`src/logic/mptb_pkg.sv`:
```
// Summary of operation
// - the time base counts only while timebase_on, bit 15, is set
// - output_postscale code n divides the update events by n plus one
// - mode 10 counts up to period and back down, updating only at bottom
// - output edges are placed with half a time base tick resolution, half an instruction cycle at 1:1 prescale
// - every generator drives a pin pair, complementary or independent
// - complementary pairs get a programmable dead time at each swap
// - six-output variant has 3/1/1, eight-output 4/2/2 generators/faults/dead times
// - duty updates act at once or only at the period update point
// - a trigger pulse starts a conversion at a chosen point in the period
// - each output pin has its own enable
// - an override register forces pin states in place of the waveform
// - an active fault input drives the pins to programmed states
// - pin polarity comes from configuration bits caught at reset
// - count register bit 15 reads one while counting down
// - trigger fires when count equals compare and direction matches
package mptb_pkg;
  // register byte addresses on the apb
  localparam logic [7:0] ADDR_TBCTL  = 8'h00;
  localparam logic [7:0] ADDR_TBCNT  = 8'h04;
  localparam logic [7:0] ADDR_PERIOD = 8'h08;
  localparam logic [7:0] ADDR_TRIG   = 8'h0c;
  localparam logic [7:0] ADDR_PINCTL = 8'h10;
  localparam logic [7:0] ADDR_UPDCTL = 8'h14;
  localparam logic [7:0] ADDR_DEADT  = 8'h18;
  localparam logic [7:0] ADDR_FAULT  = 8'h1c;
  localparam logic [7:0] ADDR_OVRD   = 8'h20;
  localparam logic [7:0] ADDR_DUTY0  = 8'h24;
  // field positions and dead time width
  localparam int BIT_ON    = 15;
  localparam int BIT_IDLE  = 13;
  localparam int POST_LSB  = 4;
  localparam int PRE_LSB   = 2;
  localparam int BIT_DIR   = 15;
  localparam int HI_LSB    = 4;
  localparam int OVEN_LSB  = 8;
  localparam int FEN_LSB   = 8;
  localparam int MODE_LSB  = 8;
  localparam int DT_W      = 6;
  // reset values and control write mask
  localparam logic [15:0] TBCTL_RST = 16'h0000;
  localparam logic [15:0] TBCTL_WMSK = 16'ha0ff;
  localparam logic [7:0]  PIN_ON    = 8'hff;
  // timing: one clock is half an instruction cycle
  localparam int CLK_PERIOD_PS = 25000;
  localparam int TCY_PS        = 50000;
  localparam int CLK_PER_TCY   = TCY_PS / CLK_PERIOD_PS;
  localparam logic [7:0] PRE_LIM0 = 8'(CLK_PER_TCY * 1 - 1);
  localparam logic [7:0] PRE_LIM1 = 8'(CLK_PER_TCY * 4 - 1);
  localparam logic [7:0] PRE_LIM2 = 8'(CLK_PER_TCY * 16 - 1);
  localparam logic [7:0] PRE_LIM3 = 8'(CLK_PER_TCY * 64 - 1);
  // counting modes in field order
  typedef enum logic [1:0] {MODE_FREE, MODE_SINGLE, MODE_CENTER, MODE_CENTER_DBL} mptb_mode_t;
endpackage : mptb_pkg

```
`src/logic/mptb_pair_if.sv`:
```
`timescale 1ns/1ps
interface mptb_pair_if;
  logic                          raw;
  logic                          indep;
  logic [mptb_pkg::DT_W-1:0]     dead;
  logic                          hi;
  logic                          lo;
  modport drive (output raw, indep, dead, input hi, lo);
  modport pair  (input raw, indep, dead, output hi, lo);
endinterface : mptb_pair_if

```
`src/logic/mptb_pair.sv`:
```
`timescale 1ns/1ps
module mptb_pair (
  // clock and reset
  input wire logic ref_clk,
  input wire logic resetn,
  // generator side
  mptb_pair_if.pair p
);
  logic                      prev_q, prev_d;
  logic [mptb_pkg::DT_W-1:0] dtCnt_q, dtCnt_d;

  // any swap of the raw wave reloads the dead time, both pins of a complementary pair stay off meanwhile
  always_comb begin
    prev_d  = p.raw;
    dtCnt_d = dtCnt_q;
    if (p.raw != prev_q) begin
      dtCnt_d = p.dead;
    end else if (dtCnt_q != '0) begin
      dtCnt_d = dtCnt_q - 1'b1;
    end
  end

  always_ff @(posedge ref_clk or negedge resetn) begin
    if (!resetn) begin
      prev_q  <= 1'b0;
      dtCnt_q <= '0;
    end else begin
      prev_q  <= prev_d;
      dtCnt_q <= dtCnt_d;
    end
  end

  // independent pairs follow the wave on both pins, no dead time there
  assign p.hi = p.indep ? p.raw : (prev_q && dtCnt_q == '0);
  assign p.lo = p.indep ? p.raw : (!prev_q && dtCnt_q == '0);
endmodule : mptb_pair

```
`src/logic/mptb_scale.sv`:
```
`timescale 1ns/1ps
module mptb_scale (
  // clock and reset
  input  wire logic       ref_clk,
  input  wire logic       resetn,
  // prescale side
  input  wire logic       run,
  input  wire logic [1:0] preSel,
  output logic            tick,
  output logic            half,
  // postscale side
  input  wire logic       evt,
  input  wire logic [3:0] postSel,
  output logic            postEvt_q
);
  logic [7:0] preCnt_q, preCnt_d, preLim;
  logic [3:0] postCnt_q, postCnt_d;
  logic       postEvt_d;

  // prescale divider, frozen while the time base is stopped
  always_comb begin
    unique case (preSel)
      2'b00: preLim = mptb_pkg::PRE_LIM0;
      2'b01: preLim = mptb_pkg::PRE_LIM1;
      2'b10: preLim = mptb_pkg::PRE_LIM2;
      2'b11: preLim = mptb_pkg::PRE_LIM3;
    endcase
    tick     = run && preCnt_q >= preLim;
    half     = preCnt_q > (preLim >> 1);
    preCnt_d = !run ? preCnt_q : (tick ? 8'h00 : preCnt_q + 8'h01);
    postEvt_d = 1'b0;
    postCnt_d = postCnt_q;
    if (evt) begin
      if (postCnt_q >= postSel) begin
        postEvt_d = 1'b1;
        postCnt_d = 4'h0;
      end else begin
        postCnt_d = postCnt_q + 4'h1;
      end
    end
  end

  always_ff @(posedge ref_clk or negedge resetn) begin
    if (!resetn) begin
      preCnt_q  <= 8'h00;
      postCnt_q <= 4'h0;
      postEvt_q <= 1'b0;
    end else begin
      preCnt_q  <= preCnt_d;
      postCnt_q <= postCnt_d;
      postEvt_q <= postEvt_d;
    end
  end
endmodule : mptb_scale

```
`src/logic/mptb_top.sv`:
```
`timescale 1ns/1ps
module mptb_top #(
  parameter int NGEN = 4,
  parameter int NFLT = (NGEN == 4) ? 2 : 1
) (
  // clock and reset
  input  wire logic            ref_clk,
  input  wire logic            resetn,
  // apb slave
  input  wire logic            psel,
  input  wire logic            penable,
  input  wire logic            pwrite,
  input  wire logic [7:0]      paddr,
  input  wire logic [31:0]     pwdata,
  output logic [31:0]          prdata,
  output logic                 pready,
  output logic                 pslverr,
  // device state and configuration word
  input  wire logic            cpuIdle,
  input  wire logic            devCfgHighPol,
  input  wire logic            devCfgLowPol,
  input  wire logic            devCfgPinsOn,
  input  wire logic [NFLT-1:0] faultN,
  // gate drive and events
  output logic [NGEN-1:0]      pwmHigh,
  output logic [NGEN-1:0]      pwmHighOe,
  output logic [NGEN-1:0]      pwmLow,
  output logic [NGEN-1:0]      pwmLowOe,
  output logic                 adcTrigger,
  output logic                 tbEvent
);
  localparam int NDT = NFLT;

  logic [15:0] ctl_q, ctl_d, trig_q, trig_d, ovr_q, ovr_d;
  logic [14:0] cnt_q, cnt_d, per_q, per_d, cntTb;
  logic        dir_q, dir_d, dirTb, clrOn, updEvt, updImm_q, updImm_d;
  logic [7:0]  pinEn_q, pinEn_d, pinSt;
  logic [3:0]  pairInd_q, pairInd_d;
  logic [11:0] dt_q, dt_d;
  logic [9:0]  flt_q, flt_d;
  logic [15:0] dutyShd_q [NGEN];
  logic [15:0] dutyShd_d [NGEN];
  logic [15:0] dutyAct_q [NGEN];
  logic [15:0] dutyAct_d [NGEN];
  logic        cfgDone_q, polHi_q, polLo_q;
  logic [31:0] rdata, prdata_d;
  logic        hit, acc, wrCtl, wrCnt, pready_d, pslverr_d, adcTrig_d;
  logic        run, tick, half, faultAct;
  logic [NGEN-1:0] genHi, genLo, pwmHigh_d, pwmLow_d;
  mptb_pkg::mptb_mode_t mode;

  assign mode = mptb_pkg::mptb_mode_t'(ctl_q[1:0]);
  // idle only stops the count when the halt option is chosen
  assign run  = ctl_q[mptb_pkg::BIT_ON] && !(ctl_q[mptb_pkg::BIT_IDLE] && cpuIdle);

  mptb_scale u_scale (
    .ref_clk   (ref_clk),
    .resetn    (resetn),
    .run       (run),
    .preSel    (ctl_q[mptb_pkg::PRE_LSB +: 2]),
    .tick      (tick),
    .half      (half),
    .evt       (updEvt),
    .postSel   (ctl_q[mptb_pkg::POST_LSB +: 4]),
    .postEvt_q (tbEvent)
  );

  // one pair engine per generator, dead time shared round the generators
  for (genvar g = 0; g < NGEN; g++) begin : g_pair
    mptb_pair_if pif ();
    assign pif.raw   = {cnt_q, half} < dutyAct_q[g];
    assign pif.indep = pairInd_q[g];
    assign pif.dead  = dt_q[(g % NDT) * mptb_pkg::DT_W +: mptb_pkg::DT_W];
    assign genHi[g]  = pif.hi;
    assign genLo[g]  = pif.lo;
    mptb_pair u_pair (
      .ref_clk (ref_clk),
      .resetn  (resetn),
      .p       (pif.pair)
    );
  end

  // time base step; a period of zero parks the counter at zero
  always_comb begin
    cntTb  = cnt_q;
    dirTb  = dir_q;
    clrOn  = 1'b0;
    updEvt = 1'b0;
    if (tick) begin
      unique case (mode)
        mptb_pkg::MODE_FREE, mptb_pkg::MODE_SINGLE: begin
          dirTb = 1'b0;
          if (cnt_q >= per_q) begin
            cntTb  = 15'h0000;
            updEvt = 1'b1;
            clrOn  = (mode == mptb_pkg::MODE_SINGLE);
          end else begin
            cntTb = cnt_q + 15'h0001;
          end
        end
        mptb_pkg::MODE_CENTER, mptb_pkg::MODE_CENTER_DBL: begin
          if (!dir_q) begin
            if (cnt_q >= per_q) begin
              dirTb  = (per_q != 15'h0000);
              cntTb  = (per_q != 15'h0000) ? cnt_q - 15'h0001 : 15'h0000;
              updEvt = (mode == mptb_pkg::MODE_CENTER_DBL);
            end else begin
              cntTb = cnt_q + 15'h0001;
            end
          end else if (cnt_q == 15'h0000) begin
            dirTb  = 1'b0;
            cntTb  = (per_q != 15'h0000) ? 15'h0001 : 15'h0000;
            updEvt = 1'b1;
          end else begin
            cntTb = cnt_q - 15'h0001;
          end
        end
      endcase
    end
  end

  // register file and apb answer; reads latched in setup, writes at completion
  always_comb begin
    acc       = psel && penable && pready;
    rdata     = 32'h0000_0000;
    hit       = 1'b1;
    unique case (paddr)
      mptb_pkg::ADDR_TBCTL:  rdata[15:0] = ctl_q;
      mptb_pkg::ADDR_TBCNT:  rdata[15:0] = {dir_q, cnt_q};
      mptb_pkg::ADDR_PERIOD: rdata[15:0] = {1'b0, per_q};
      mptb_pkg::ADDR_TRIG:   rdata[15:0] = trig_q;
      mptb_pkg::ADDR_PINCTL: rdata[15:0] = {4'h0, pairInd_q, pinEn_q};
      mptb_pkg::ADDR_UPDCTL: rdata[0]    = updImm_q;
      mptb_pkg::ADDR_DEADT:  rdata[11:0] = dt_q;
      mptb_pkg::ADDR_FAULT:  rdata[9:0]  = flt_q;
      mptb_pkg::ADDR_OVRD:   rdata[15:0] = ovr_q;
      default:               hit         = 1'b0;
    endcase
    for (int i = 0; i < NGEN; i++) begin
      if (paddr == mptb_pkg::ADDR_DUTY0 + 8'(4 * i)) begin
        rdata[15:0] = dutyShd_q[i];
        hit         = 1'b1;
      end
    end
    pready_d  = psel && !penable;
    pslverr_d = psel && !penable && !hit;
    prdata_d  = (psel && !penable) ? rdata : prdata;
    wrCtl     = acc && pwrite && paddr == mptb_pkg::ADDR_TBCTL;
    wrCnt     = acc && pwrite && paddr == mptb_pkg::ADDR_TBCNT;
    ctl_d     = clrOn ? (ctl_q & ~(16'h0001 << mptb_pkg::BIT_ON)) : ctl_q;
    cnt_d     = cntTb;
    dir_d     = dirTb;
    per_d     = per_q;
    trig_d    = trig_q;
    pinEn_d   = cfgDone_q ? pinEn_q : (devCfgPinsOn ? mptb_pkg::PIN_ON : 8'h00);
    pairInd_d = pairInd_q;
    updImm_d  = updImm_q;
    dt_d      = dt_q;
    flt_d     = flt_q;
    ovr_d     = ovr_q;
    // immediate mode copies the shadow every cycle, else only at update points
    for (int i = 0; i < NGEN; i++) begin
      dutyShd_d[i] = dutyShd_q[i];
      dutyAct_d[i] = (updImm_q || updEvt) ? dutyShd_q[i] : dutyAct_q[i];
    end
    if (acc && pwrite && hit) begin
      unique case (paddr)
        mptb_pkg::ADDR_TBCTL:  ctl_d = pwdata[15:0] & mptb_pkg::TBCTL_WMSK;
        mptb_pkg::ADDR_TBCNT:  cnt_d = pwdata[14:0];
        mptb_pkg::ADDR_PERIOD: per_d = pwdata[14:0];
        mptb_pkg::ADDR_TRIG:   trig_d = pwdata[15:0];
        mptb_pkg::ADDR_PINCTL: begin
          pinEn_d   = pwdata[7:0];
          pairInd_d = pwdata[mptb_pkg::MODE_LSB +: 4];
        end
        mptb_pkg::ADDR_UPDCTL: updImm_d = pwdata[0];
        mptb_pkg::ADDR_DEADT:  dt_d = pwdata[11:0];
        mptb_pkg::ADDR_FAULT:  flt_d = pwdata[9:0];
        mptb_pkg::ADDR_OVRD:   ovr_d = pwdata[15:0];
        default: begin
          for (int i = 0; i < NGEN; i++) begin
            if (paddr == mptb_pkg::ADDR_DUTY0 + 8'(4 * i)) begin
              dutyShd_d[i] = pwdata[15:0];
            end
          end
        end
      endcase
    end
  end

  // trigger and pin chain: override, then fault, then polarity, then enable
  always_comb begin
    adcTrig_d = tick && cnt_q == trig_q[14:0] && dir_q == trig_q[mptb_pkg::BIT_DIR];
    faultAct  = |(~faultN & flt_q[mptb_pkg::FEN_LSB +: NFLT]);
    pinSt     = 8'h00;
    for (int i = 0; i < NGEN; i++) begin
      pinSt[i]                    = genLo[i];
      pinSt[mptb_pkg::HI_LSB + i] = genHi[i];
    end
    for (int b = 0; b < 8; b++) begin
      if (ovr_q[mptb_pkg::OVEN_LSB + b]) begin
        pinSt[b] = ovr_q[b];
      end
      if (faultAct) begin
        pinSt[b] = flt_q[b];
      end
    end
    for (int i = 0; i < NGEN; i++) begin
      pwmLow_d[i]  = pinEn_q[i] && (pinSt[i] == polLo_q);
      pwmHigh_d[i] = pinEn_q[mptb_pkg::HI_LSB + i]
                     && (pinSt[mptb_pkg::HI_LSB + i] == polHi_q);
    end
  end
  always_ff @(posedge ref_clk or negedge resetn) begin
    if (!resetn) begin
      ctl_q     <= mptb_pkg::TBCTL_RST;
      cnt_q     <= 15'h0000;
      dir_q     <= 1'b0;
      per_q     <= 15'h0000;
      trig_q    <= 16'h0000;
      pinEn_q   <= 8'h00;
      pairInd_q <= 4'h0;
      updImm_q  <= 1'b0;
      dt_q      <= 12'h000;
      flt_q     <= 10'h000;
      ovr_q     <= 16'h0000;
      for (int i = 0; i < NGEN; i++) begin
        dutyShd_q[i] <= 16'h0000;
        dutyAct_q[i] <= 16'h0000;
      end
      prdata    <= 32'h0000_0000;
      pready    <= 1'b0;
      pslverr   <= 1'b0;
      adcTrigger <= 1'b0;
      pwmHigh   <= '0;
      pwmLow    <= '0;
      pwmHighOe <= '0;
      pwmLowOe  <= '0;
    end else begin
      ctl_q     <= ctl_d;
      cnt_q     <= cnt_d;
      dir_q     <= dir_d;
      per_q     <= per_d;
      trig_q    <= trig_d;
      pinEn_q   <= pinEn_d;
      pairInd_q <= pairInd_d;
      updImm_q  <= updImm_d;
      dt_q      <= dt_d;
      flt_q     <= flt_d;
      ovr_q     <= ovr_d;
      dutyShd_q <= dutyShd_d;
      dutyAct_q <= dutyAct_d;
      prdata    <= prdata_d;
      pready    <= pready_d;
      pslverr   <= pslverr_d;
      adcTrigger <= adcTrig_d;
      pwmHigh   <= pwmHigh_d;
      pwmLow    <= pwmLow_d;
      for (int i = 0; i < NGEN; i++) begin
        pwmLowOe[i]  <= pinEn_q[i];
        pwmHighOe[i] <= pinEn_q[mptb_pkg::HI_LSB + i];
      end
    end
  end

  // polarity straps are caught once, on the first edge after reset release
  always_ff @(posedge ref_clk or negedge resetn) begin
    if (!resetn) begin
      cfgDone_q <= 1'b0;
      polHi_q   <= 1'b1;
      polLo_q   <= 1'b1;
    end else if (!cfgDone_q) begin
      cfgDone_q <= 1'b1;
      polHi_q   <= devCfgHighPol;
      polLo_q   <= devCfgLowPol;
    end
  end
endmodule : mptb_top

```
`config.mk`:
```
export PLATFORM = sky130hd
export DESIGN_NAME = mptb_top
export DESIGN_NICKNAME = d
export VERILOG_FILES = /design/src/logic/mptb_pkg.sv /design/src/logic/mptb_pair_if.sv /design/src/logic/mptb_pair.sv /design/src/logic/mptb_scale.sv /design/src/logic/mptb_top.sv
export SDC_FILE = /design/constraint.sdc
export NUM_CORES = 1
export LEC_CHECK = 0
export BUFFER_PORTS_ARGS = -buffer_cell sky130_fd_sc_hd__clkbuf_2
export CAP_MARGIN = 20
export CORE_AREA = 2 2 220 222
export DETAILED_ROUTE_END_ITERATION = 7
export DIE_AREA = 0 0 222 224
export PLACE_DENSITY = 0.67
export SLEW_MARGIN = 40
export SYNTH_ARGS = -nofsm -noshare
export SYNTH_HDL_FRONTEND = slang
export SYNTH_SLANG_ARGS = --single-unit
export TNS_END_PERCENT = 100
```
`constraint.sdc`:
```
create_clock -name ref_clk -period 3.3 [get_ports ref_clk]
set_input_delay 0.165 -clock ref_clk [delete_from_list [all_inputs] [get_ports ref_clk]]
set_output_delay 0.165 -clock ref_clk [all_outputs]
set_load 0.01 [all_outputs]
```
== Word-level counts from Yosys, hierarchy flattened ==
Index checks and enable logic that the tools add are counted.

* Memory bits (read-only): 0
* Bits in latches: 0
* Memories: 0
* RAM bits: 0
* Bits of input ports: 51
* Output and inout bits: 52
* Flip-flop bits (word level): 321

* Div/mod/pow operators: 0
* Reductions and logical operators: 67
* Muxes and demuxes: 80
* $mul: 0
* Order comparisons: 8
* $add $sub $neg: 8
* Bitwise gates (word level): 3
* Shift operators: 0
* Equality and inequality tests: 32

{| class="wikitable"
|+ Operators by type and width
! kind !! count
|-
| $mux 15 || 8
|-
| $mux 16 || 7
|-
| $pmux 9 s8 || 1
|-
| $lt 16x16->1 || 4
|-
| $mux 6 || 8
|-
| $mux 1 || 43
|-
| $eq 8x6->1 const B || 5
|-
| $mux 8 || 5
|-
| $eq 8x5->1 const B || 4
|-
| $pmux 8 s4 || 1
|-
| $pmux 15 s2 || 1
|-
| $logic_and 1x1->1 || 27
|-
| $logic_not 6->1 || 4
|-
| $reduce_bool 6->1 || 4
|-
| $sub 6x1->6 const B || 4
|-
| $pmux 4 s5 || 1
|-
| $eq 8x4->1 const B || 2
|-
| $add 15x1->15 const B || 1
|-
| $eq 15x15->1 || 1
|-
| $ge 15x15->1 || 1
|-
| $logic_not 15->1 || 1
|-
| $reduce_bool 15->1 || 1
|-
| $sub 15x1->15 const B || 1
|-
| $pmux 2 s7 || 1
|-
| 25 further kinds || 62
|}

== Depth between registers and ports, before layout ==
Gate-level depths: netlist of the first run.

* Depth in word-level cells: 9
* Gate-level depth with buffers: 13

== By module ==
A second synthesis of the first run with hierarchy kept.

* Cell total of the unflattened synthesis: 1714
* Area total of the unflattened synthesis: 17265.3 sq um

{| class="wikitable"
|+ By module, submodules not included
! module !! area an instance (sq um) !! times used !! cells an instance
|-
| mptb_top || 14525.2 || 1 || 1432
|-
| mptb_pair || 424.2 || 4 || 43
|-
| mptb_scale || 1043.5 || 1 || 110
|}

== Worst setup path before layout of the first run ==
No wires, ideal clock.

* Path type: reg-to-reg
* Start point: register cnt_q[0]
* End point: register dutyAct_q[10] (netlist name)
* Stages on the path, launching flop included: 13
* Arrival time: 3.008 ns
* Setup slack: 0.167 ns
* Path through: dfrtp_1 clkbuf_1 inv_1 ha_1 nand2b_1 a2111oi_2 o41ai_1 o21a_1 o21ai_0 a21oi_4 nor2_8 buf_6 mux2_4

* Cells in the longest elaborated chain, start to end: 6
* Elaborated cells on any way between the ends: 9
* Classes of those cells: order compare: 1; mux: 6; reduce/logical: 2

{| class="wikitable"
|+ RTL lines
! item !! line !! source
|-
| start: declaration || mptb_top.sv:35 || <nowiki>logic [14:0] cnt_q, cnt_d, per_q, per_d, cntTb;</nowiki>
|-
| start signal: assignment || mptb_top.sv:241 || <nowiki>cnt_q <= cnt_d;</nowiki>
|-
| $ge 15x15->1 / $logic_not 15->1 (equally long branches) || mptb_top.sv:93, mptb_top.sv:103, mptb_top.sv:110 ||
|-
| $mux 1, on equally long branches || mptb_top.sv:103, mptb_top.sv:110 ||
|-
| $mux 1 || mptb_top.sv:102 || <nowiki>if (!dir_q) begin</nowiki>
|-
| $pmux 1 s2 * || mptb_top.sv:90 || <nowiki>unique case (mode)</nowiki>
|-
| $mux 1 * || mptb_top.sv:89 || <nowiki>if (tick) begin</nowiki>
|-
| $logic_or 1x1->1 * || mptb_top.sv:164 || <nowiki>dutyAct_d[i] = (updImm_q || updEvt) ? dutyShd_q[i] : dutyAct_q[i];</nowiki>
|-
| end signal: assignment || mptb_top.sv:252 || <nowiki>dutyAct_q <= dutyAct_d;</nowiki>
|-
| end: declaration || mptb_top.sv:43 || <nowiki>logic [15:0] dutyAct_q [NGEN];</nowiki>
|}

Every way passes the cells marked *; elsewhere a longest branch is shown, timed or not.
A chain may end at the register's enable or synchronous reset.

== Final worst setup path of the first run ==
* Start point: register ctl_q[3]
* End point: register g_pair[2].u_pair.dtCnt_q[3] (netlist name)

* Cells in the longest elaborated chain, start to end: 6
* Elaborated cells on any way between the ends: 10
* Classes of those cells: order compare: 2; eq/ne: 4; mux: 2; reduce/logical: 2

{| class="wikitable"
|+ RTL lines
! item !! line !! source
|-
| start: declaration || mptb_top.sv:34 || <nowiki>logic [15:0] ctl_q, ctl_d, trig_q, trig_d, ovr_q, ovr_d;</nowiki>
|-
| start signal: assignment || mptb_top.sv:216 || <nowiki>ctl_q <= mptb_pkg::TBCTL_RST;</nowiki>
|-
| start signal: assignment || mptb_top.sv:240 || <nowiki>ctl_q <= ctl_d;</nowiki>
|-
| $eq 2x2->1 (tied with other cells) || mptb_scale.sv:22 || <nowiki>unique case (preSel)</nowiki>
|-
| $pmux 8 s4 * || mptb_scale.sv:22 ||
|-
| $gt 8x7->1 * || mptb_scale.sv:29 || <nowiki>half = preCnt_q > (preLim >> 1);</nowiki>
|-
| $lt 16x16->1 * || mptb_top.sv:71 || <nowiki>assign pif.raw = {cnt_q, half} < dutyAct_q[g];</nowiki>
|-
| $ne 1x1->1 * || mptb_pair.sv:16 || <nowiki>if (p.raw != prev_q) begin</nowiki>
|-
| $mux 6 / $reduce_bool 2->1 (equally long branches) || -- ||
|-
| end signal: assignment || mptb_pair.sv:29 || <nowiki>dtCnt_q <= dtCnt_d;</nowiki>
|-
| end: declaration || mptb_pair.sv:10 || <nowiki>logic [mptb_pkg::DT_W-1:0] dtCnt_q, dtCnt_d;</nowiki>
|}

Every way passes the cells marked *; elsewhere a longest branch is shown, timed or not. The select of a mux whose other input is x is not followed.

==> results_dict.tcl, run 1 <==
set metrics [dict create \
    worstHoldStart "cpuIdle" \
    cts_root_buffer "clkbuf_16" \
    tightest_slew_ns 0.790 \
    hpwl_um 41000 \
    status "completed" \
    p_leak_nw 10.2 \
    synth_top_area_share 0.439 \
    reg2reg_from "ctl_q[3]" \
    synthTopCellsByCount "dfrtp_1, inv_1, nand2_1" \
    syn_inst 1643 \
    max_stage_delay_ns 0.37 \
    clock.fmax_ghz 0.322 \
    endpoint_kind "flip-flop" \
    grt_max_degree 62 \
    final_hold_viol_count 0 \
    synth_largest_area_cell "dfrtp_1" \
    die_w_um 222 \
    place.gp.congestion 0.941 \
    routedWlPerCell_um 23.6 \
    insertion_delay_ns 0.55 \
    postLayoutCellArea_mm2 0.0205 \
    fin_crit_ns 3.10 \
    cts_made_buffers 37 \
    worst_setup_path_start_kind "flip-flop" \
    num_vias 13900 \
    die_h_um 224 \
    switchingPower_w 0.00243 \
    cpMostUsedCell "buf_4" \
    cts.path.max_buffers 3 \
    antenna_found_initial 2 \
    postPlaceCellArea_mm2 0.0193 \
    post_cts_resized 0 \
    drive_above_1_share 0.256 \
    multi_input_area_mm2 0.00905 \
    num-fill-cells 4395 \
    clock_sinks 315 \
    power.density_mw_per_mm2 459 \
    finClkSkew_ns 0.0213 \
    crit_slowest_cell "dfrtp_1" \
    ys_ff_latch 315 \
    async_flop_share 1.00 \
    dr.pass1.iters 8 \
    synth_ff_type "dfrtp_1" \
    p_int_w 0.00699 \
    routed_wl_um 56800 \
    cts_max_level 2 \
    synth.area.top_cells "dfrtp_1, mux2_4, ha_1" \
    dieArea_mm2 0.0497 \
    critPathMaxFanout 9 \
    core_area_mm2 0.0473 \
    nets 1905 \
    yosysWarnings 0 \
    drtAntennaViolNets 0 \
    crit_arrival_ns 3.52 \
    synth-seq-area-share 0.442 \
    num_io_pins 103 \
    path_class "flip-flop to flip-flop" \
    grt_pass1_wl_um 86400 \
    finish.utilization 0.433 \
    portBuffers 70 \
    n_antenna_cell 0 \
    num_rows 80 \
    rsz0062_at_grt "false" \
    area_growth_syn_to_layout_pct 15.1 \
    ff_latch_area_mm2 0.00789 \
    peakVddDrop_uv 499 \
    groute.usage.overall 0.229 \
    setup_violations 0 \
    route.detailed.drc 0 \
    min_period_over_period 0.940 \
    hp-class "input port to flip-flop" \
    cts_tree "built" \
    pwr-share-comb 0.106 \
    synth_edf_count 0 \
    via_per_inst 5.81 \
    synth_area_mm2 0.0178 \
    final_max_slew_viol_count 0 \
    crit_start "ctl_q[3]" \
    first_global_vias 14000 \
    clk_pin_slew_ns 0.05 \
    pwr-share-clk 0.443 \
    path_cells "buf_4 > inv_1 > ha_1 > and4_1 > and4bb_2 > o211a_1 > o311ai_1 > o211ai_1 > buf_4 > xor2_1 > buf_4 > mux2_2" \
    initial_utilization 0.377 \
    avgSynthCellArea_um2 10.9 \
    synth.most_common_cell "dfrtp_1" \
    grt_overflow 0 \
    synth_cell_types 90 \
    drv_cap 0 \
    relSlewSlack 0.472 \
    seq_power_share 0.450 \
    fin_setup_tns_ns 0 \
    switching_share 0.258 \
    drtIter0Drc 1250 \
    cp.required_ns 3.72 \
]
-- worst paths after layout --
| path | depth (start not counted) | to | slack, ns |
|---|---|---|---|
| worst max-delay path | 12 | g_pair[2].u_pair.dtCnt_q[3] | 0.20 |
| worst min-delay path | 5 | u_scale.preCnt_q[1] | 0.05 |
| worst max register to register | 12 | g_pair[2].u_pair.dtCnt_q[3] | 0.20 |
| worst min register to register | 1 | prdata[12] | 0.47 |
| max in group asynchronous | 4 | u_scale.preCnt_q[2] | 2.06 |
| min in group asynchronous | 2 | pwmLowOe[1] | 0.12 |
-- repair_timing --
item / 4_1_cts / 5_1_grt
hold buffers: 3 / 0
endpoints found under the setup margin: 0 / 5
setup buffers: 0 / 1
endpoints found under the hold margin: 235 / 0
-- flip-flops by register name, summed over array words and instances (netlist names), 8 cells and up --
register,cells
dt_q,12
prdata,16
ovr_q,16
u_scale.preCnt_q,8
ctl_q,10
g_pair.u_pair.dtCnt_q,24
pinEn_q,8
dutyAct_q,64
flt_q,10
cnt_q,15
per_q,15
trig_q,16
dutyShd_q,64
-- final cells by class --
type                    instances  area share
flip-flops and latches        315       0.384
multi-input cells            1132       0.441
clock inverters                12     0.00787
inverters                     107      0.0196
well taps                     615      0.0375
clock buffers                  54      0.0516
repair buffers                167      0.0580
-- through the flow --
stage | hold WS, ns | setup WS, ns | total power, W | std cells
after floorplan | -0.131 | 0.167 | 0.00494 | 1658
after global placement | 0.298 | 0.0908 | 0.00525 | 2331
after detailed placement | 0.114 | 0.0858 | 0.00531 | 2332
after CTS | 0.0394 | 0.0563 | 0.00949 | 2401
after global routing | 0.0618 | 0.00812 | 0.00979 | 2402
final | 0.0540 | 0.197 | 0.00943 | 2402
-- worst max-delay path: cells and delay by family (launching register included) --
family / cells / cell delay, ns
AO/OA/AOI/OAI: 3 / 0.70
XOR/XNOR: 1 / 0.16
adder cells (fa/ha/maj): 1 / 0.27
buffers and inverters: 4 / 0.65
flip-flops: 1 / 0.37
multiplexers: 1 / 0.35
AND/OR/NAND/NOR: 2 / 0.48
-- per-layer routing --
metal | wire length (um) | share of wire | GRT usage
met1 | 23200 | 0.41 | 0.301
met2 | 25800 | 0.46 | 0.364
met3 | 4970 | 0.088 | 0.0474
met4 | 2750 | 0.048 | 0.104
met5 | 13 | 0.00023 | 0
-- kinds of logic (layout without fill, tap and decap cells) --
group / count (synthesis) / count (layout) / synth area share
simple gates: 389 / 389 / 0.116
compound gates: 367 / 367 / 0.140
mux: 211 / 211 / 0.154
other cells: 2 / 17 / 0.000421
buf+inv: 211 / 340 / 0.0535
flops: 315 / 315 / 0.442
fa+ha+maj: 94 / 94 / 0.0660
xor+xnor: 54 / 54 / 0.0274
-- placed cells by master, fill, tap and decap left out, types with 8 or more instances in the layout --
cell type and n:
a21o_1 28, a21oi_1 74, a221oi_1 18, a222oi_1 13, a22o_1 10, a22oi_1 27, a31oi_1 17, and2_1 15
and3_1 17, and4_1 8, buf_4 87, clkbuf_1 10, clkbuf_16 37, clkbuf_2 69, conb_1 17, dfrtp_1 313
ha_1 94, inv_1 107, mux2_2 101, mux2_4 99, nand2_1 107, nand2b_1 14, nand3_1 41, nand4_1 20
nor2_1 78, nor3_1 25, nor3_2 8, nor4_1 9, o211ai_1 9, o21ai_0 83, o31ai_1 9, xnor2_1 22
xor2_1 30
-- power groups by stage --
stage	logic, W	registers, W	clock network, W
global placement	0.000949	0.00430	0
finish	0.00100	0.00425	0.00418
detailed placement	0.00100	0.00431	0
CTS	0.00101	0.00424	0.00424
global route	0.00112	0.00427	0.00440
floorplan	0.000667	0.00427	0
No activity file was read; power rests on OpenSTA's default activity.
==> run 2: changes to the inputs <==
--- a/config.mk
+++ b/config.mk
@@ -5,11 +5,12 @@
 export SDC_FILE = /design/constraint.sdc
 export NUM_CORES = 1
 export LEC_CHECK = 0
+export ABC_AREA = 1
 export BUFFER_PORTS_ARGS = -buffer_cell sky130_fd_sc_hd__clkbuf_2
 export CAP_MARGIN = 20
-export CORE_AREA = 2 2 220 222
+export CORE_AREA = 2 2 216 218
 export DETAILED_ROUTE_END_ITERATION = 7
-export DIE_AREA = 0 0 222 224
+export DIE_AREA = 0 0 218 220
 export PLACE_DENSITY = 0.67
 export SLEW_MARGIN = 40
 export SYNTH_ARGS = -nofsm -noshare
==> results_dict.tcl, run 2 <==
set metrics [dict create \
    portBuffers 70 \
    insertion_delay_ns 0.54 \
    cts_made_buffers 36 \
    crit_start "cnt_q[10]" \
    synth_cell_types 57 \
    area_growth_syn_to_layout_pct 14.3 \
    synth.most_common_cell "nand2_1" \
    grt_max_degree 100 \
    async_flop_share 1.00 \
    groute.usage.overall 0.226 \
    cts_root_buffer "clkbuf_16" \
    initial_utilization 0.375 \
    syn_inst 2105 \
    tightest_slew_ns 0.833 \
    synthTopCellsByCount "nand2_1, dfrtp_1, inv_1" \
    routed_wl_um 53800 \
    relSlewSlack 0.443 \
    finClkSkew_ns 0.0239 \
    power.density_mw_per_mm2 481 \
    reg2reg_from "cnt_q[10]" \
    drtAntennaViolNets 0 \
    num_io_pins 103 \
    setup_violations 0 \
    final_max_slew_viol_count 0 \
    hp-class "input port to flip-flop" \
    route.detailed.drc 0 \
    synth_largest_area_cell "dfrtp_1" \
    final_cells 2842 \
    n_antenna_cell 0 \
    dieArea_mm2 0.0480 \
    clock_sinks 315 \
    place.gp.congestion 0.961 \
    status "completed" \
    dr.pass1.iters 6 \
    hpwl_um 38800 \
    cts_tree "built" \
    fin_ws_ns 0.288 \
    drtIter0Drc 1412 \
    critPathMaxFanout 41 \
    max_stage_delay_ns 0.50 \
    reg.largest.list "dutyAct_q: 64 flops, dutyShd_q: 64 flops, g_pair.u_pair.dtCnt_q: 24 flops" \
    clock.fmax_ghz 0.332 \
    min_period_over_period 0.913 \
    ys_ff_latch 315 \
    core_area_mm2 0.0459 \
    final_common_cell "nand2_1" \
    synth_edf_count 0 \
    routedWlPerCell_um 18.9 \
    peakVddDrop_uv 331 \
    grt_pass1_wl_um 83200 \
    antenna_found_initial 2 \
    crit_arrival_ns 3.46 \
    post_cts_resized 0 \
    reg2reg_to "dutyAct_q[57]" \
    path_cells "ha_1 > nand4_1 > or4_1 > nand3_1 > inv_2 > o21ai_2 > nand3_2 > nand2_4 > buf_12 > nand2_1 > o21ai_1" \
    p_leak_nw 9.26 \
    rrSetupSlack_ns 0.29 \
    nets 2352 \
    post-place-cells 2758 \
    pre_cts_slack_ns 0.326 \
    num-fill-cells 4547 \
    crit_slowest_cell "dfrtp_1" \
    grt_overflow 0 \
    avgSynthCellArea_um2 8.17 \
    fin_setup_tns_ns 0 \
    final_hold_viol_count 0 \
    worstHoldPathCells 3 \
    via_per_inst 5.31 \
    finalPower_w 0.00946 \
    cts_max_level 2 \
    yosysWarnings 0 \
    synth_area_mm2 0.0172 \
    holdWs_ns 0.0101 \
    drive_above_1_share 0.105 \
    first_global_vias 14400 \
    fin_crit_ns 3.01 \
    path_class "flip-flop to flip-flop" \
    synth-seq-area-share 0.458 \
    cts.path.max_buffers 3 \
    clk_pin_slew_ns 0.06 \
    die_w_um 218 \
    die_h_um 220 \
    num_rows 79 \
    synth_top_area_share 0.455 \
    synth.area.top_cells "dfrtp_1, nand2_1, ha_1" \
    worst_setup_path_start_kind "flip-flop" \
    reg2regPathDepth 11 \
    synth_ff_type "dfrtp_1" \
    endpoint "dutyAct_q[57]" \
    num_vias 15100 \
    endpoint_kind "flip-flop" \
    drv_cap 0 \
    final_cell_mix "nand2_1, dfrtp_1, inv_1, o21ai_0, o21ai_1" \
    rsz0062_at_grt "false" \
    cp.required_ns 3.75 \
]
run 2: changes by cell type after synthesis, moves of 21 or more:
cell      change
mux2_4       -99
a22oi_1      -24
a21o_1       -27
o21ai_0      +75
a21oi_1      +21
clkbuf_1     -30
o21ai_1     +125
nand2_1     +449
nand3_1      +54
mux2_2      -101
inv_1       +101
nor2_1       +50
run 2: critical path: cells and delay by family, from the launching register on:
| kind | cells | cell delay (ns) |
|---|---|---|
| AOI/OAI and AO/OA | 2 | 0.25 |
| adders and majority gates | 1 | 0.38 |
| buffers and inverters | 2 | 0.42 |
| DFF | 1 | 0.50 |
| and+or+nand+nor | 6 | 1.37 |
run 2: timing repair:
item                                    4_1_cts  5_1_grt
hold buffers                                 15        0
endpoints found under the setup margin        0        2
hold endpoints to repair                    111        0
setup buffers                                 0        2
run 2: logic make-up (layout without fill, tap and decap cells):
logic type                 count (synthesis)  count (layout)  synth area share
DFF                                      315             315             0.458
AOI/OAI and AO/OA                        477             477             0.154
other                                      2              17          0.000436
adders and majority gates                 94              94            0.0684
xor gates and xnor gates                  46              46            0.0245
and+or+nand+nor                          851             851             0.207
buffers and inverters                    320             435            0.0868
run 2: per-stage QoR:
| step | cell area (um^2) | utilization |
|---|---|---|
| after CTS | 19600 | 0.428 |
| final | 19700 | 0.429 |
| after floorplan | 17300 | - |
| after global routing | 19700 | 0.429 |
| after detailed placement | 18200 | 0.397 |
| after global placement | 18200 | 0.397 |
run 2: final cells by class:
type | instances | area (um^2) | area share
multi-input combinational | 1485 | 7890 | 0.401
clock inverter | 16 | 205 | 0.0104
clock buffer | 50 | 1060 | 0.0537
tap | 607 | 759 | 0.0386
timing repair buffer | 142 | 1020 | 0.0519
inverter | 227 | 852 | 0.0433
sequential | 315 | 7890 | 0.401
run 2: worst min path at each step:
| stage | from | end | slack (ns) |
|---|---|---|---|
| floorplan | resetn | adcTrigger | -0.13 |
| global placement | resetn | u_scale.preCnt_q[6] | 0.28 |
| detailed placement | resetn | u_scale.preCnt_q[6] | 0.28 |
| CTS | pwdata[1] | cnt_q[1] | 0.002 |
| global route | pwdata[1] | pinEn_q[1] | 0.02 |
| finish | pwdata[7] | pinEn_q[7] | 0.01 |
run 2: metal layers:
layer  GRT usage  wire, um  vias up
li1            -         -     7154
met1       0.303     23300     7159
met2       0.363     24300      658
met3      0.0497      4540      114
met4      0.0737      1590        2
met5           0        13        -
run 2: where the power goes:
| part | switching [W] | internal [W] |
|---|---|---|
| combinational | 0.000587 | 0.000390 |
| clock | 0.00168 | 0.00257 |
| sequential | 0.000163 | 0.00407 |
| total | 0.00243 | 0.00703 |
==> run 3: changes to the inputs <==
--- a/config.mk
+++ b/config.mk
@@ -9,6 +9,7 @@
 export BUFFER_PORTS_ARGS = -buffer_cell sky130_fd_sc_hd__clkbuf_2
 export CAP_MARGIN = 20
 export CORE_AREA = 2 2 216 218
+export CTS_BUF_LIST = sky130_fd_sc_hd__clkbuf_8
 export DETAILED_ROUTE_END_ITERATION = 7
 export DIE_AREA = 0 0 218 220
 export PLACE_DENSITY = 0.67
==> results_dict.tcl, run 3 (synthesis gave the netlist of run 2 again) <==
set metrics [dict create \
    path_depth 15 \
    cp.buffers_inverters 7 \
    post-place-cells 2758 \
    dieArea_mm2 0.0480 \
    max_stage_delay_ns 0.57 \
    clock_sinks 315 \
    routedWlPerCell_um 18.8 \
    setup_violations 0 \
    groute.usage.overall 0.227 \
    multi_input_area_mm2 0.00790 \
    gr-usage-met1 0.299 \
    peakVddDrop_uv 286 \
    reg.largest.list "dutyAct_q: 64 flops, dutyShd_q: 64 flops, g_pair.u_pair.dtCnt_q: 24 flops" \
    grt_max_degree 100 \
    num-fill-cells 4567 \
    finClkSkew_ns 0.0303 \
    insertion_delay_ns 0.63 \
    crit_arrival_ns 3.61 \
    crit_slowest_cell "dlygate4sd3_1" \
    rrSetupSlack_ns 0.29 \
    final_cells 2881 \
    portBuffers 70 \
    rsz0062_at_grt "false" \
    final_max_slew_viol_count 0 \
    routed_wl_um 54100 \
    area_growth_syn_to_layout_pct 14.4 \
    cts_root_buffer "clkbuf_8" \
    finish.utilization 0.429 \
    drv_cap 0 \
    drtIter0Drc 1521 \
    relSlewSlack 0.434 \
    cpMostUsedCell "nand2_1" \
    path_cells "dlygate4sd3_1 > clkbuf_2 > inv_2 > nor3_2 > nand2_1 > clkinv_1 > a311oi_1 > nand4_1 > nand2_1 > inv_2 > nand2_1 > buf_4 > nor2_1 > a21oi_1 > dlygate4sd3_1" \
    drtAntennaViolNets 0 \
    clock.fmax_ghz 0.328 \
    die_h_um 220 \
    num_io_pins 103 \
    hpwl_um 38800 \
    critPathMaxFanout 16 \
    grtUsageMet3 0.0519 \
    num_rows 79 \
    core_area_mm2 0.0459 \
    final_hold_viol_count 0 \
    min_period_over_period 0.924 \
    fin_crit_ns 3.05 \
    tightest_slew_ns 0.848 \
    via_per_inst 5.25 \
    globalRouteMet2Util 0.366 \
    cts_tree "built" \
    nets 2376 \
    antenna_found_initial 1 \
    status "completed" \
    top_usage_layer "met2" \
    grt_overflow 0 \
    p_leak_nw 9.32 \
    route.detailed.drc 0 \
    final_cell_mix "nand2_1, dfrtp_1, inv_1, o21ai_0, o21ai_1" \
    path_class "input port to flip-flop" \
    hp-class "input port to async pin" \
    cts.path.max_buffers 3 \
    crit_family "buffers and inverters" \
    holdWs_ns 0.0128 \
    num_vias 15100 \
    place.gp.congestion 0.961 \
    grt_pass1_wl_um 83600 \
    cp.required_ns 3.86 \
    drive_above_1_share 0.115 \
    worst_setup_path_start_kind "input port" \
    reg2regPathDepth 11 \
    cts_made_buffers 53 \
    endpoint "pinEn_q[6]" \
    final_common_cell "nand2_1" \
    power.density_mw_per_mm2 464 \
    dr.pass1.iters 6 \
    reg2reg_to "dutyAct_q[57]" \
    clk_pin_slew_ns 0.07 \
    crit_start "paddr[5]" \
    endpoint_kind "flip-flop" \
    first_global_vias 14700 \
    cts_max_level 2 \
    fin_setup_tns_ns 0 \
    n_antenna_cell 0 \
    initial_utilization 0.375 \
    ff_latch_area_mm2 0.00789 \
    die_w_um 218 \
    reg2reg_from "cnt_q[10]" \
]
## run 3: changes by cell type in the layout (fill, tap and decap cells not counted), sizes merged, moves of 2 or more
cell | before | now
clkinv | 18 | 20
inv | 220 | 230
clkinvlp | 1 | 5
buf | 58 | 56
dlygate4sd3 | 15 | 24
clkbuf | 119 | 134
## run 3: final cells by class
cell class              instances  share of cell area
inverters                     227              0.0433
clock inverters                33              0.0151
flip-flops and latches        315               0.401
repair buffers                149              0.0557
well taps                     607              0.0386
clock buffers                  65              0.0455
multi-input cells            1485               0.401
## run 3: layer usage
layer | share of wire | wire length [um] | up-vias
met3 | 0.087 | 4700 | 110
li1 | - | - | 7191
met2 | 0.45 | 24500 | 636
met1 | 0.43 | 23200 | 7202
met4 | 0.032 | 1740 | 0
met5 | 0 | 0 | -
## run 3: how the worst min path moves through the flow
stage          slack, ns             endpoint       start
2_1_floorplan      -0.13           adcTrigger      resetn
3_3_place_gp        0.28  u_scale.preCnt_q[6]      resetn
3_5_place_dp        0.28  u_scale.preCnt_q[6]      resetn
4_1_cts             0.02        dutyShd_q[15]  pwdata[15]
5_1_grt             0.02  u_scale.preCnt_q[6]      resetn
6_report            0.01  u_scale.preCnt_q[6]      resetn
## run 3: timing repair
item	in CTS	in global routing
resized for setup	0	2
hold buffers	24	0
hold endpoints to repair	119	0
endpoints found under the setup margin	0	6
setup buffers	0	0
## run 3: through the flow
step / area [um^2] / worst slack [ns] / power, W
after global placement: 18200 / 0.347 / 0.00521
after detailed placement: 18200 / 0.326 / 0.00526
after floorplan: 17300 / 0.781 / 0.00491
final: 19700 / 0.250 / 0.00912
after CTS: 19600 / 0.330 / 0.00920
after global routing: 19700 / 0.0298 / 0.00954
## run 3: report_power, final
| group | switching, W | leakage (nW) | total [W] | internal [W] |
|---|---|---|---|---|
| sequential | 0.000161 | 4.25 | 0.00423 | 0.00407 |
| clock | 0.00171 | 0.645 | 0.00390 | 0.00219 |
| combinational | 0.000589 | 4.42 | 0.000989 | 0.000400 |
